==> config.mk <==
export PLATFORM = sky130hd
export DESIGN_NAME = sdl_input_latch
export DESIGN_NICKNAME = d
export VERILOG_FILES = /design/src/core/sdl_pkg.sv /design/src/core/sdl_stream_if.sv /design/src/core/sdl_input_latch.sv /design/src/core/sdl_sync.sv /design/src/core/sdl_fifo.sv
export VERILOG_INCLUDE_DIRS = /design/src /design/src/core
export SDC_FILE = /design/constraint.sdc
export NUM_CORES = 1
export LEC_CHECK = 0
export BUFFER_PORTS_ARGS = -buffer_cell sky130_fd_sc_hd__buf_2
export CORE_UTILIZATION = 60
export DETAILED_ROUTE_END_ITERATION = 6
export PLACE_DENSITY = 0.79
export RECOVER_POWER = 100
export SLEW_MARGIN = 40
export SYNTH_ARGS = -nofsm -noshare
export SYNTH_HDL_FRONTEND = slang
export SYNTH_SLANG_ARGS = --single-unit
==> constraint.sdc <==
create_clock -name mclk -period 5.1 [get_ports mclk]
set_input_delay 1.02 -clock mclk [delete_from_list [all_inputs] [get_ports mclk]]
set_output_delay 1.02 -clock mclk [all_outputs]
set_load 0.02 [all_outputs]
==> src/core/sdl_regs.svh <==
// constants of the serial converter input latch
// assumes inclusion by bare name from core/ and tb/ files
`ifndef SDL_REGS_SVH
`define SDL_REGS_SVH

`define SDL_WORD_W        16
`define SDL_CNT_W         5
`define SDL_FULL_COUNT    5'h10
`define SDL_CNT_ZERO      5'h00
`define SDL_CNT_ONE       5'h01
`define SDL_MIDCODE       16'h0000
`define SDL_SIGN_FLIP     16'h8000
`define SDL_FIFO_DEPTH    8
`define SDL_SYNC_STAGES   2
`define SDL_PIN_COUNT     4
`define SDL_PIN_CS        0
`define SDL_PIN_SCLK      1
`define SDL_PIN_DATA      2
`define SDL_PIN_FORCE     3
`define SDL_PINS_IDLE     4'h9

`endif

==> src/core/sdl_pkg.sv <==
// types of the serial converter input latch
// assumes sdl_regs.svh for the word width; the state codes are written here
`include "sdl_regs.svh"

package sdl_pkg;

   typedef logic [`SDL_WORD_W-1:0] sdl_word_t;

   // receive states, one-hot
   typedef enum logic [2:0] {
      SDL_IDLE  = 3'h1,
      SDL_SHIFT = 3'h2,
      SDL_DONE  = 3'h4
   } sdl_state_t;

endpackage : sdl_pkg

==> src/core/sdl_stream_if.sv <==
// valid/ready stream between the receiver, the word fifo and the latch
// assumes one clock, mclk, on both sides
`timescale 1ns/1ps
`default_nettype none

interface sdl_stream_if #(
   parameter int W = 16
);
   logic [W-1:0] wdata;
   logic         wvalid;
   logic         wready;
   logic [W-1:0] rdata;
   logic         rvalid;
   logic         rready;

   modport fill  (output wdata, output wvalid, input wready);
   modport store (input wdata, input wvalid, output wready,
                  output rdata, output rvalid, input rready);
   modport drain (input rdata, input rvalid, output rready);
endinterface : sdl_stream_if

`default_nettype wire

==> src/core/sdl_input_latch.sv <==
// serial input front end and converter latch of a 16-bit converter
// assumes mclk well above the bit clock rate; cs_n, sclk, serial_data_in and
// force_midscale_n arrive asynchronously and pass two flip-flops before use
//
// Contract
// latch code is twos complement, 8000 most negative
// chip select falling starts transfer, count cleared
// shift data on bit-clock rise, MSB first
// latch loads on fall after 16th rise
// further bit-clock edges ignored after update
// new sequence only at next chip-select fall
// early chip-select rise discards partial word
// chip select high ignores clock and data
// force low at 16th cycle loads midcode
// force high at 16th cycle loads word
// force acts only at 16th falling edge
// force never disturbs shifting or shifted bits
// host bit clock at most 50 MHz
// reset gives midcode latch and idle receiver
`timescale 1ns/1ps
`default_nettype none
`include "sdl_regs.svh"

module sdl_input_latch (
   input  wire logic                   mclk,
   input  wire logic                   rst,
   input  wire logic                   cs_n,
   input  wire logic                   sclk,
   input  wire logic                   serial_data_in,
   input  wire logic                   force_midscale_n,
   input  wire logic                   latch_accept,
   output var  logic [`SDL_WORD_W-1:0] latch_code,
   output var  logic [`SDL_WORD_W-1:0] string_tap,
   output var  logic                   latch_strobe,
   output var  logic                   word_ready,
   output var  logic                   overrun,
   output var  logic                   receiving
);

   // ------------------------------------------------------------
   // pin synchronisers
   // ------------------------------------------------------------
   localparam logic [`SDL_PIN_COUNT-1:0] PIN_RST = `SDL_PINS_IDLE;

   logic cs_s;
   logic sclk_s;
   logic data_s;
   logic force_s;

   // equal latency on every pin keeps data aligned to its clock edge
   sdl_sync #(
      .RESET_VAL (PIN_RST[`SDL_PIN_CS])
   ) u_sync_cs (
      .mclk  (mclk),
      .rst   (rst),
      .pin   (cs_n),
      .level (cs_s)
   );

   sdl_sync #(
      .RESET_VAL (PIN_RST[`SDL_PIN_SCLK])
   ) u_sync_sclk (
      .mclk  (mclk),
      .rst   (rst),
      .pin   (sclk),
      .level (sclk_s)
   );

   sdl_sync #(
      .RESET_VAL (PIN_RST[`SDL_PIN_DATA])
   ) u_sync_data (
      .mclk  (mclk),
      .rst   (rst),
      .pin   (serial_data_in),
      .level (data_s)
   );

   // force goes through the same two stages so that it lines up with
   // the bit clock edge at which it is judged
   sdl_sync #(
      .RESET_VAL (PIN_RST[`SDL_PIN_FORCE])
   ) u_sync_force (
      .mclk  (mclk),
      .rst   (rst),
      .pin   (force_midscale_n),
      .level (force_s)
   );

   // ------------------------------------------------------------
   // edge detection on synchronised levels
   // ------------------------------------------------------------
   logic cs_d;
   logic sclk_d;

   // delayed copies reset to the idle pin levels, so no false edge
   // is seen when reset lets go
   always_ff @(posedge mclk or posedge rst) begin
      if (rst) begin
         cs_d <= 1'b1;
      end else begin
         cs_d <= cs_s;
      end
   end

   always_ff @(posedge mclk or posedge rst) begin
      if (rst) begin
         sclk_d <= 1'b0;
      end else begin
         sclk_d <= sclk_s;
      end
   end

   wire cs_fall   = cs_d && !cs_s;
   wire cs_rise   = !cs_d && cs_s;
   // bit clock edges count only while selected
   wire sclk_rise = !sclk_d && sclk_s && !cs_s;
   wire sclk_fall = sclk_d && !sclk_s && !cs_s;

   // ------------------------------------------------------------
   // receive state machine
   // ------------------------------------------------------------
   sdl_pkg::sdl_state_t       state;
   sdl_pkg::sdl_state_t       next_state;
   logic [`SDL_CNT_W-1:0]     bit_cnt;
   logic [`SDL_CNT_W-1:0]     next_bit_cnt;
   sdl_pkg::sdl_word_t        shreg;
   sdl_pkg::sdl_word_t        next_shreg;

   wire in_shift = (state == sdl_pkg::SDL_SHIFT);
   wire is_full  = (bit_cnt == `SDL_FULL_COUNT);
   wire do_shift = in_shift && sclk_rise && !is_full;
   wire do_load  = in_shift && sclk_fall && is_full;

   // force is looked at only on the loading edge
   wire sdl_pkg::sdl_word_t load_word =
      force_s ? shreg : `SDL_MIDCODE;

   always_comb begin
      next_state   = state;
      next_bit_cnt = bit_cnt;
      next_shreg   = shreg;
      unique case (state)
         sdl_pkg::SDL_IDLE: begin
            if (cs_fall) begin
               next_state   = sdl_pkg::SDL_SHIFT;
               next_bit_cnt = `SDL_CNT_ZERO;
            end
         end
         sdl_pkg::SDL_SHIFT: begin
            if (cs_rise) begin
               // partial word dropped, latch untouched
               next_state = sdl_pkg::SDL_IDLE;
            end else if (do_load) begin
               next_state = sdl_pkg::SDL_DONE;
            end else if (do_shift) begin
               // force is not consulted here
               next_shreg   = {shreg[`SDL_WORD_W-2:0], data_s};
               next_bit_cnt = bit_cnt + `SDL_CNT_ONE;
            end
         end
         sdl_pkg::SDL_DONE: begin
            // clocking ignored until chip select cycles
            if (cs_rise) begin
               next_state = sdl_pkg::SDL_IDLE;
            end
         end
         default: begin
            next_state = sdl_pkg::SDL_IDLE;
         end
      endcase
   end

   always_ff @(posedge mclk or posedge rst) begin
      if (rst) begin
         state <= sdl_pkg::SDL_IDLE;
      end else begin
         state <= next_state;
      end
   end

   always_ff @(posedge mclk or posedge rst) begin
      if (rst) begin
         bit_cnt <= `SDL_CNT_ZERO;
      end else begin
         bit_cnt <= next_bit_cnt;
      end
   end

   always_ff @(posedge mclk or posedge rst) begin
      if (rst) begin
         shreg <= `SDL_MIDCODE;
      end else begin
         shreg <= next_shreg;
      end
   end

   // ------------------------------------------------------------
   // word fifo between receiver and converter latch
   // ------------------------------------------------------------
   sdl_stream_if #(.W(`SDL_WORD_W)) strm ();

   // a full fifo cannot stall the host, so the word is dropped
   // and overrun is raised instead
   assign strm.wvalid = do_load;
   assign strm.wdata  = load_word;

   sdl_fifo #(
      .W     (`SDL_WORD_W),
      .DEPTH (`SDL_FIFO_DEPTH)
   ) u_fifo (
      .mclk (mclk),
      .rst  (rst),
      .s    (strm.store)
   );

   assign strm.rready = latch_accept;
   wire do_latch = strm.rvalid && latch_accept;

   // ------------------------------------------------------------
   // converter latch and status outputs
   // ------------------------------------------------------------
   always_ff @(posedge mclk or posedge rst) begin
      if (rst) begin
         latch_code <= `SDL_MIDCODE;
      end else if (do_latch) begin
         latch_code <= strm.rdata;
      end
   end

   // offset binary tap: 0000 bottom, 8000 middle, FFFF top
   always_ff @(posedge mclk or posedge rst) begin
      if (rst) begin
         string_tap <= `SDL_SIGN_FLIP;
      end else if (do_latch) begin
         string_tap <= strm.rdata ^ `SDL_SIGN_FLIP;
      end
   end

   always_ff @(posedge mclk or posedge rst) begin
      if (rst) begin
         latch_strobe <= 1'b0;
      end else begin
         latch_strobe <= do_latch;
      end
   end

   always_ff @(posedge mclk or posedge rst) begin
      if (rst) begin
         word_ready <= 1'b1;
      end else begin
         word_ready <= strm.wready;
      end
   end

   // sticky: only reset clears it, so a lost word is never hidden
   always_ff @(posedge mclk or posedge rst) begin
      if (rst) begin
         overrun <= 1'b0;
      end else if (do_load && !strm.wready) begin
         overrun <= 1'b1;
      end
   end

   always_ff @(posedge mclk or posedge rst) begin
      if (rst) begin
         receiving <= 1'b0;
      end else begin
         receiving <= (next_state == sdl_pkg::SDL_SHIFT);
      end
   end

endmodule : sdl_input_latch

`default_nettype wire

==> src/core/sdl_sync.sv <==
// two-stage synchroniser for one pin from outside the mclk domain
// assumes the pin level is stable for at least two mclk periods
`timescale 1ns/1ps
`default_nettype none

module sdl_sync #(
   parameter logic RESET_VAL = 1'b0
) (
   input  wire logic mclk,
   input  wire logic rst,
   input  wire logic pin,
   output var  logic level
);
   logic meta;

   // meta is read only by level
   always_ff @(posedge mclk or posedge rst) begin
      if (rst) begin
         meta  <= RESET_VAL;
         level <= RESET_VAL;
      end else begin
         meta  <= pin;
         level <= meta;
      end
   end
endmodule : sdl_sync

`default_nettype wire

==> src/core/sdl_fifo.sv <==
// word fifo, flip-flop storage addressed by index
// assumes the filler pulses wvalid for one cycle and drops the word if wready is low
`timescale 1ns/1ps
`default_nettype none

module sdl_fifo #(
   parameter int W     = 16,
   parameter int DEPTH = 8
) (
   input  wire logic    mclk,
   input  wire logic    rst,
   sdl_stream_if.store  s
);
   localparam int AW = $clog2(DEPTH);
   localparam int CW = $clog2(DEPTH + 1);
   localparam logic [AW-1:0] LAST  = AW'(DEPTH - 1);
   localparam logic [CW-1:0] FULLC = CW'(DEPTH);

   logic [W-1:0]  mem [DEPTH];
   logic [AW-1:0] wr_idx;
   logic [AW-1:0] rd_idx;
   logic [CW-1:0] count;

   wire do_push = s.wvalid && s.wready;
   wire do_pop  = s.rvalid && s.rready;

   assign s.wready = (count != FULLC);
   assign s.rvalid = (count != '0);
   assign s.rdata  = mem[rd_idx];

   always_ff @(posedge mclk) begin
      if (do_push) begin
         mem[wr_idx] <= s.wdata;
      end
   end

   always_ff @(posedge mclk or posedge rst) begin
      if (rst) begin
         wr_idx <= '0;
         rd_idx <= '0;
         count  <= '0;
      end else begin
         if (do_push) begin
            wr_idx <= (wr_idx == LAST) ? '0 : wr_idx + 1'b1;
         end
         if (do_pop) begin
            rd_idx <= (rd_idx == LAST) ? '0 : rd_idx + 1'b1;
         end
         if (do_push && !do_pop) begin
            count <= count + 1'b1;
         end else if (do_pop && !do_push) begin
            count <= count - 1'b1;
         end
      end
   end
endmodule : sdl_fifo

`default_nettype wire

# == After elaboration in Yosys (flattened, before gate mapping) ==
# Memories as Yosys holds them, arrays and structs flattened.
# Index checks and enable logic that the tools add are counted.
# classes
n_mux,17
add_sub_neg,5
bitwise,3
reduce_logical,28
n_eq_ne,12
# op_table
op,count
5-bit two-way mux,4
3-bit two-way mux,6
16-bit two-way mux,1
1-bit logical AND,15
5-bit one-hot mux with 2 select lines,1
"3-bit == test, second input constant",3
3-bit one-hot mux with 3 select lines,1
1-bit logical NOT,8
4-bit two-way mux,2
"3-bit by 1-bit adder with 3-bit output, second input constant",2
"3-bit by 2-bit == test with 1-bit output, second input constant",2
"2-bit != test, second input constant",3
"5-bit by 1-bit adder with 5-bit output, second input constant",1
"5-bit == test, second input constant",1
5-bit AND reduction,1
"4-bit by 1-bit adder with 4-bit output, second input constant",1
"4-bit != test, second input constant",1
4-bit AND reduction,1
2-bit nonzero test,2
4-bit nonzero test,1
"4-bit by 1-bit subtractor with 4-bit output, second input constant",1
"3-bit by 1-bit == test with 1-bit output, second input constant",1
1-bit inverter,3
1-bit two-way mux,2
"2-bit by 1-bit != test with 1-bit output, second input constant",1
# totals
n_memories,1
output_inout_bits,36
ramBits,128
wordCells,88
input_bits,7
regBits,80
# mem_list
name,depth,width,rd,rd_ports_with_merged_regs,wr,line,source
u_fifo.mem,8,16,1,0,1,sdl_fifo.sv:19,logic [W-1:0] mem [DEPTH];

# == Depth between registers and ports, before layout ==
# depth
depth_word,10
mapped_depth,11

# == Modules after synthesis ==
# Synthesis repeated with hierarchy kept, for this count alone.
# unflattened
cells_unflattened,426
hier_area_um2,7967.6
# modules_own_cells
module,cells_each,n_inst,area_each_um2,seq_area_each_um2
sdl_fifo,251,1,5585.4,4093.9
sdl_input_latch,163,1,2162.1,1181.1
sdl_sync at u_sync_cs ...,3,2,56.3,52.6
sdl_sync at u_sync_data ...,3,2,53.8,50.0

# == Least setup slack after synthesis ==
# Ideal clock, no wire load.
# synth_timing
path_type,input -> register
start,input latch_accept
end,register u_fifo.count[3]
path_slack_ps,1803
t_arrival_ps,3171
setup_ps,126
required_ps,4974
path_stages,10
path_cell_list,o41ai_1 clkbuf_1 clkbuf_1 ha_1 inv_1 ha_1 a21o_1 a2111oi_0 a31oi_1 a221o_1
# synth_via
elab_chain_cells,4
elab_cells_between_ends,6
classes_between,mux: 1; reduce/logical: 5
# synth_rtl
element,line,source
start: declaration,sdl_input_latch.sv:31,"input wire logic latch_accept,"
1-bit logical AND *,sdl_fifo.sv:25,wire do_pop = s.rvalid && s.rready;
1-bit logical NOT,sdl_fifo.sv:49,if (do_push && !do_pop) begin
1-bit logical AND,sdl_fifo.sv:49,
4-bit two-way mux / 2-bit nonzero test (equally long branches),n/a,
end signal: assignment,sdl_fifo.sv:50,count <= count + 1'b1;
end signal: assignment,sdl_fifo.sv:52,count <= count - 1'b1;
end: declaration,sdl_fifo.sv:22,logic [CW-1:0] count;
# Mark *: on every way between the ends. The rest lies on a longest branch, timed or not.
# A chain may end at the register's enable or synchronous reset.

# == Final worst setup path ==
# layout_timing
start,register u_fifo.count[0]
end,register u_fifo.count[3]
# layout_via
elab_chain_cells,5
elab_cells_between_ends,13
classes_between,add/sub: 2; eq/ne: 1; mux: 2; reduce/logical: 8
# layout_rtl
element
"parallel branches: the longest is 5 deep, another holds 4-bit by 1-bit subtractor with 4-bit output"
# Parallel ways; which one is timed is not known. The select of a mux whose other input is x is not followed.

==> impl_metrics.csv <==
group,metric,value,unit
run_status,status,"finished, final reports clean",
power_and_ir_drop,swShare,0.1812,
yosys,synth_compound_area_frac,0.05852,
yosys,synth_edf_count,128,
yosys,synth_xor_area_frac,0.006771,
yosys,yosys.area_share.simple,0.06287,
yosys,synth_top_family_by_area,"multiplexers",
critical_path,worstPathMaxFanout,38,
finish,synthToLayoutAreaGrowth,11.28,%
floorplanning,rows,41,
sta,slew-limit-headroom,0.1340,
hold_path,holdPathStages,0,
yosys,syn_inst,490,
cts,post_cts_buffers,0,
power_and_ir_drop,power_density,358.8,nW/um^2
floorplanning,die-width,115.7,um
power_and_ir_drop,power.internal,2.538,mW
place,gp_congestion,0.7923,
floorplanning,die_area,13390,sq um
sta,clock-skew-final,9.452,ps
cts,clock_latency,430,ps
critical_path,cp_cell_sequence,"o41ai_1, clkbuf_1, ha_1, inv_1, ha_1, a21o_1, a2111oi_0, a31oi_1, a221o_1",
critical_path,slowest_stage,"clkbuf_1",
cts,clkTransAtPathRegs,70,ps
cts,cts_root_buf,"clkbuf_16",
power_and_ir_drop,clkPwrFrac,0.452,
global_routing,grt_start_max_net_pins,66,
route,drc,0,
cts,cts_tree,"built",
critical_path,max_stage_delay,1000,ps
sta,tns,0,ps
hold_path,hold_start,"u_sync_sclk.meta",
power_and_ir_drop,p_sw,0.5617,mW
power_and_ir_drop,power_frac_seq,0.540,
yosys,synth_async_sr_flop_share,0.3368,
critical_path,cp-end-kind,"flop",
finish,final_area,8637,sq um
critical_path,timing.rr.start,"u_fifo.count[0]",
route,routedWlPerCell,18.36,um
global_routing,grt_pass1_vias,3937,
place,dpl.hpwl,7.919,mm
critical_path,setup.reg_to_reg.worst_slack,990,ps
finish,regArea,5484,sq um
sta,rsz0062_at_grt,"no",
floorplanning,core,12620,sq um
critical_path,arrival,4430,ps
route,firstDrtPassIters,5,
place,place.port_buffers,42,
place,dpl_cell_area,8095,sq um
yosys,synth.distinct_cells,47,
critical_path,cp_common_cell,"ha_1",
yosys,synth_warnings,0,
floorplanning,initial_core_util,0.6150,
cts,clock_tree.buffer_depth,2,
finish,diodes,0,
floorplanning,ios,43,
cts,htreeDepth,4,
yosys,synthMuxAreaShare,0.1182,
route,vias,4085,
floorplanning,chipHeight,115.7,um
global_routing,grt_pass1_wl,20.53,mm
critical_path,worstRegToRegCells,9,
flow_run,drv_cap,0,
critical_path,timing.rr.end,"u_fifo.count[3]",
hold_path,hold_path.class,"flop to flop",
yosys,synth_fp_nets,507,
critical_path,required,5410,ps
route,ant_nets,0,
yosys,netlist_area,7761,sq um
route,wl,13.07,mm
finish,nFillCells,845,
global_routing,grt_usage,0.2119,
critical_path,startpoint_type,"flop",
power_and_ir_drop,leakage,3.109,nW
yosys,ys_seq_area_frac,0.7061,
sta,fin_crit,4115,ps
route,viasPerCell,5.737,
sta,final_hold_viol_count,0,
critical_path,critPathKind,"flop to flop",
finish,drive_gt1_frac,0.1870,
sta,min_period_over_period,0.8068,
global_routing,antenna_found_initial,0,
sta,fmax,243.0,MHz
sta,drv_slew,0,
cts,numClockSinks,193,
sta,worstMarginPinSlew,1299,ps
power_and_ir_drop,peakVddDrop,0.2645,mV
finish,nets,544,
sta,setup_viol,0,
hold_path,min_to,"u_sync_sclk.level",
yosys,synth_ff_type,"edfxtp_1",
yosys,synth_fa_ha_area_frac,0.01709,
yosys,synth-seq-cells,193,
cts,cts_hold_buf,0,
global_routing,grt-ovfl-total,0,
power_and_ir_drop,pwr-share-comb,0.009,
cts,cts_made_buffers,17,
yosys,avgSynthCellArea,15.84,sq um
route,detail_route.iter0.violations,390,
finish,multiInputGateArea,2039,sq um
cts,post_cts_resized,0,
routing by layer:
| metal | part of all wire | track usage | up-vias |
|---|---|---|---|
| met3 | 0.069 | 0.05858 | 17 |
| li1 | - | - | 1910 |
| met5 | 0 | 0 | - |
| met1 | 0.44 | 0.2873 | 2011 |
| met2 | 0.48 | 0.3325 | 147 |
| met4 | 0.013 | 0.07607 | 0 |
how the worst max path moves through the flow:
stage          slack [ps]  depth (start not counted)               to            start
3_3_place_gp         1890                         10  u_fifo.count[3]     latch_accept
6_report              990                          9  u_fifo.count[3]  u_fifo.count[0]
2_1_floorplan        1800                         10  u_fifo.count[3]     latch_accept
5_1_grt               720                          9  u_fifo.count[3]  u_fifo.count[0]
3_5_place_dp         1560                         11  u_fifo.count[3]       bit_cnt[0]
4_1_cts              1480                         11  u_fifo.count[3]       bit_cnt[0]
layout by cell type, fill, tap and decap left out, drive strengths merged, types with 2 or more instances in the layout:
cell / instances
clkinv: 3
clkbuf: 70
clkinvlp: 2
o22ai: 15
nand3: 3
buf: 8
nand4: 3
dfstp: 8
dfrtp: 57
mux2: 50
o31ai: 2
xor2: 3
ha: 9
nand2: 26
xnor2: 3
nor2: 18
a21oi: 2
nand2b: 5
or3b: 2
nor3: 5
o21ai: 21
and2: 18
bufinv: 2
nor4: 3
a221o: 16
inv: 8
mux2i: 32
edfxtp: 128
a21o: 2
nor2b: 2
critical path: cells and delay by family, from the launching register on:
kind,cells,cell delay [ps]
adders and majority gates,2,660
AOI/OAI and AO/OA,5,1750
DFF,1,450
buffers and inverters,2,1120
power by group through the flow:
stage | Combinational (mW) | Sequential, mW | Clock, mW
2_1_floorplan | 0.0183 | 1.70 | 0
3_3_place_gp | 0.0262 | 1.70 | 0
3_5_place_dp | 0.0279 | 1.70 | 0
4_1_cts | 0.0282 | 1.67 | 1.41
5_1_grt | 0.0317 | 1.67 | 1.48
6_report | 0.0270 | 1.67 | 1.40
cells in the mapped netlist, types with 2 or more instances:
master	count	share of area
edfxtp_1	128	0.50
dfrtp_1	57	0.18
mux2_2	47	0.068
mux2i_1	32	0.041
nand2_1	25	0.012
o21ai_0	21	0.014
and2_1	18	0.015
buf_4	18	0.017
nor2_1	18	0.0087
a221o_1	16	0.021
o22ai_1	15	0.012
clkbuf_1	11	0.0053
ha_1	9	0.015
dfstp_2	8	0.027
inv_1	8	0.0039
buf_2	6	0.0039
nor3_1	5	0.0032
nand2b_1	4	0.0032
mux2_4	3	0.0058
nand3_1	3	0.0019
nand4_1	3	0.0024
xnor2_1	3	0.0034
xor2_1	3	0.0034
a21o_1	2	0.0019
a21oi_1	2	0.0013
nor2b_1	2	0.0016
nor4_1	2	0.0016
o31ai_1	2	0.0019
logic make-up after synthesis:
family | after synthesis
AOI/OAI and AO/OA | 65
xor gates and xnor gates | 6
adders and majority gates | 10
buffers and inverters | 43
DFF | 193
muxes | 83
and+or+nand+nor | 90
layout make-up:
| cell class | instances | area share |
|---|---|---|
| Timing Repair Buffer | 53 | 0.02521 |
| Sequential cell | 193 | 0.6349 |
| Multi-Input combinational cell | 254 | 0.2361 |
| Clock inverter | 7 | 0.01043 |
| Tap cell | 172 | 0.02492 |
| Inverter | 8 | 0.003477 |
| Clock buffer | 25 | 0.06490 |
per-stage QoR:
step | instances | setup WS, ps | hold WS, ps | util | total power [mW]
CTS | 712 | 1482 | 350.0 | 0.6930 | 3.113
global route | 712 | 725.0 | 353.6 | 0.6844 | 3.182
global placement | 680 | 1891 | 332.2 | 0.6404 | 1.730
floorplan | 490 | 1803 | 331.2 | - | 1.721
finish | 712 | 985.4 | 350.6 | 0.6844 | 3.099
detailed placement | 680 | 1559 | 336.5 | 0.6415 | 1.733
registers in the layout, indices dropped and copies added (netlist names), 3 cells and up:
| register | count |
|---|---|
| u_fifo.wr_idx | 3 |
| u_fifo.rd_idx | 3 |
| u_fifo.count | 4 |
| shreg | 16 |
| latch_code | 16 |
| bit_cnt | 5 |
| state | 3 |
| u_fifo.mem | 128 |
Note: power is estimated with default switching activity, not from simulation.
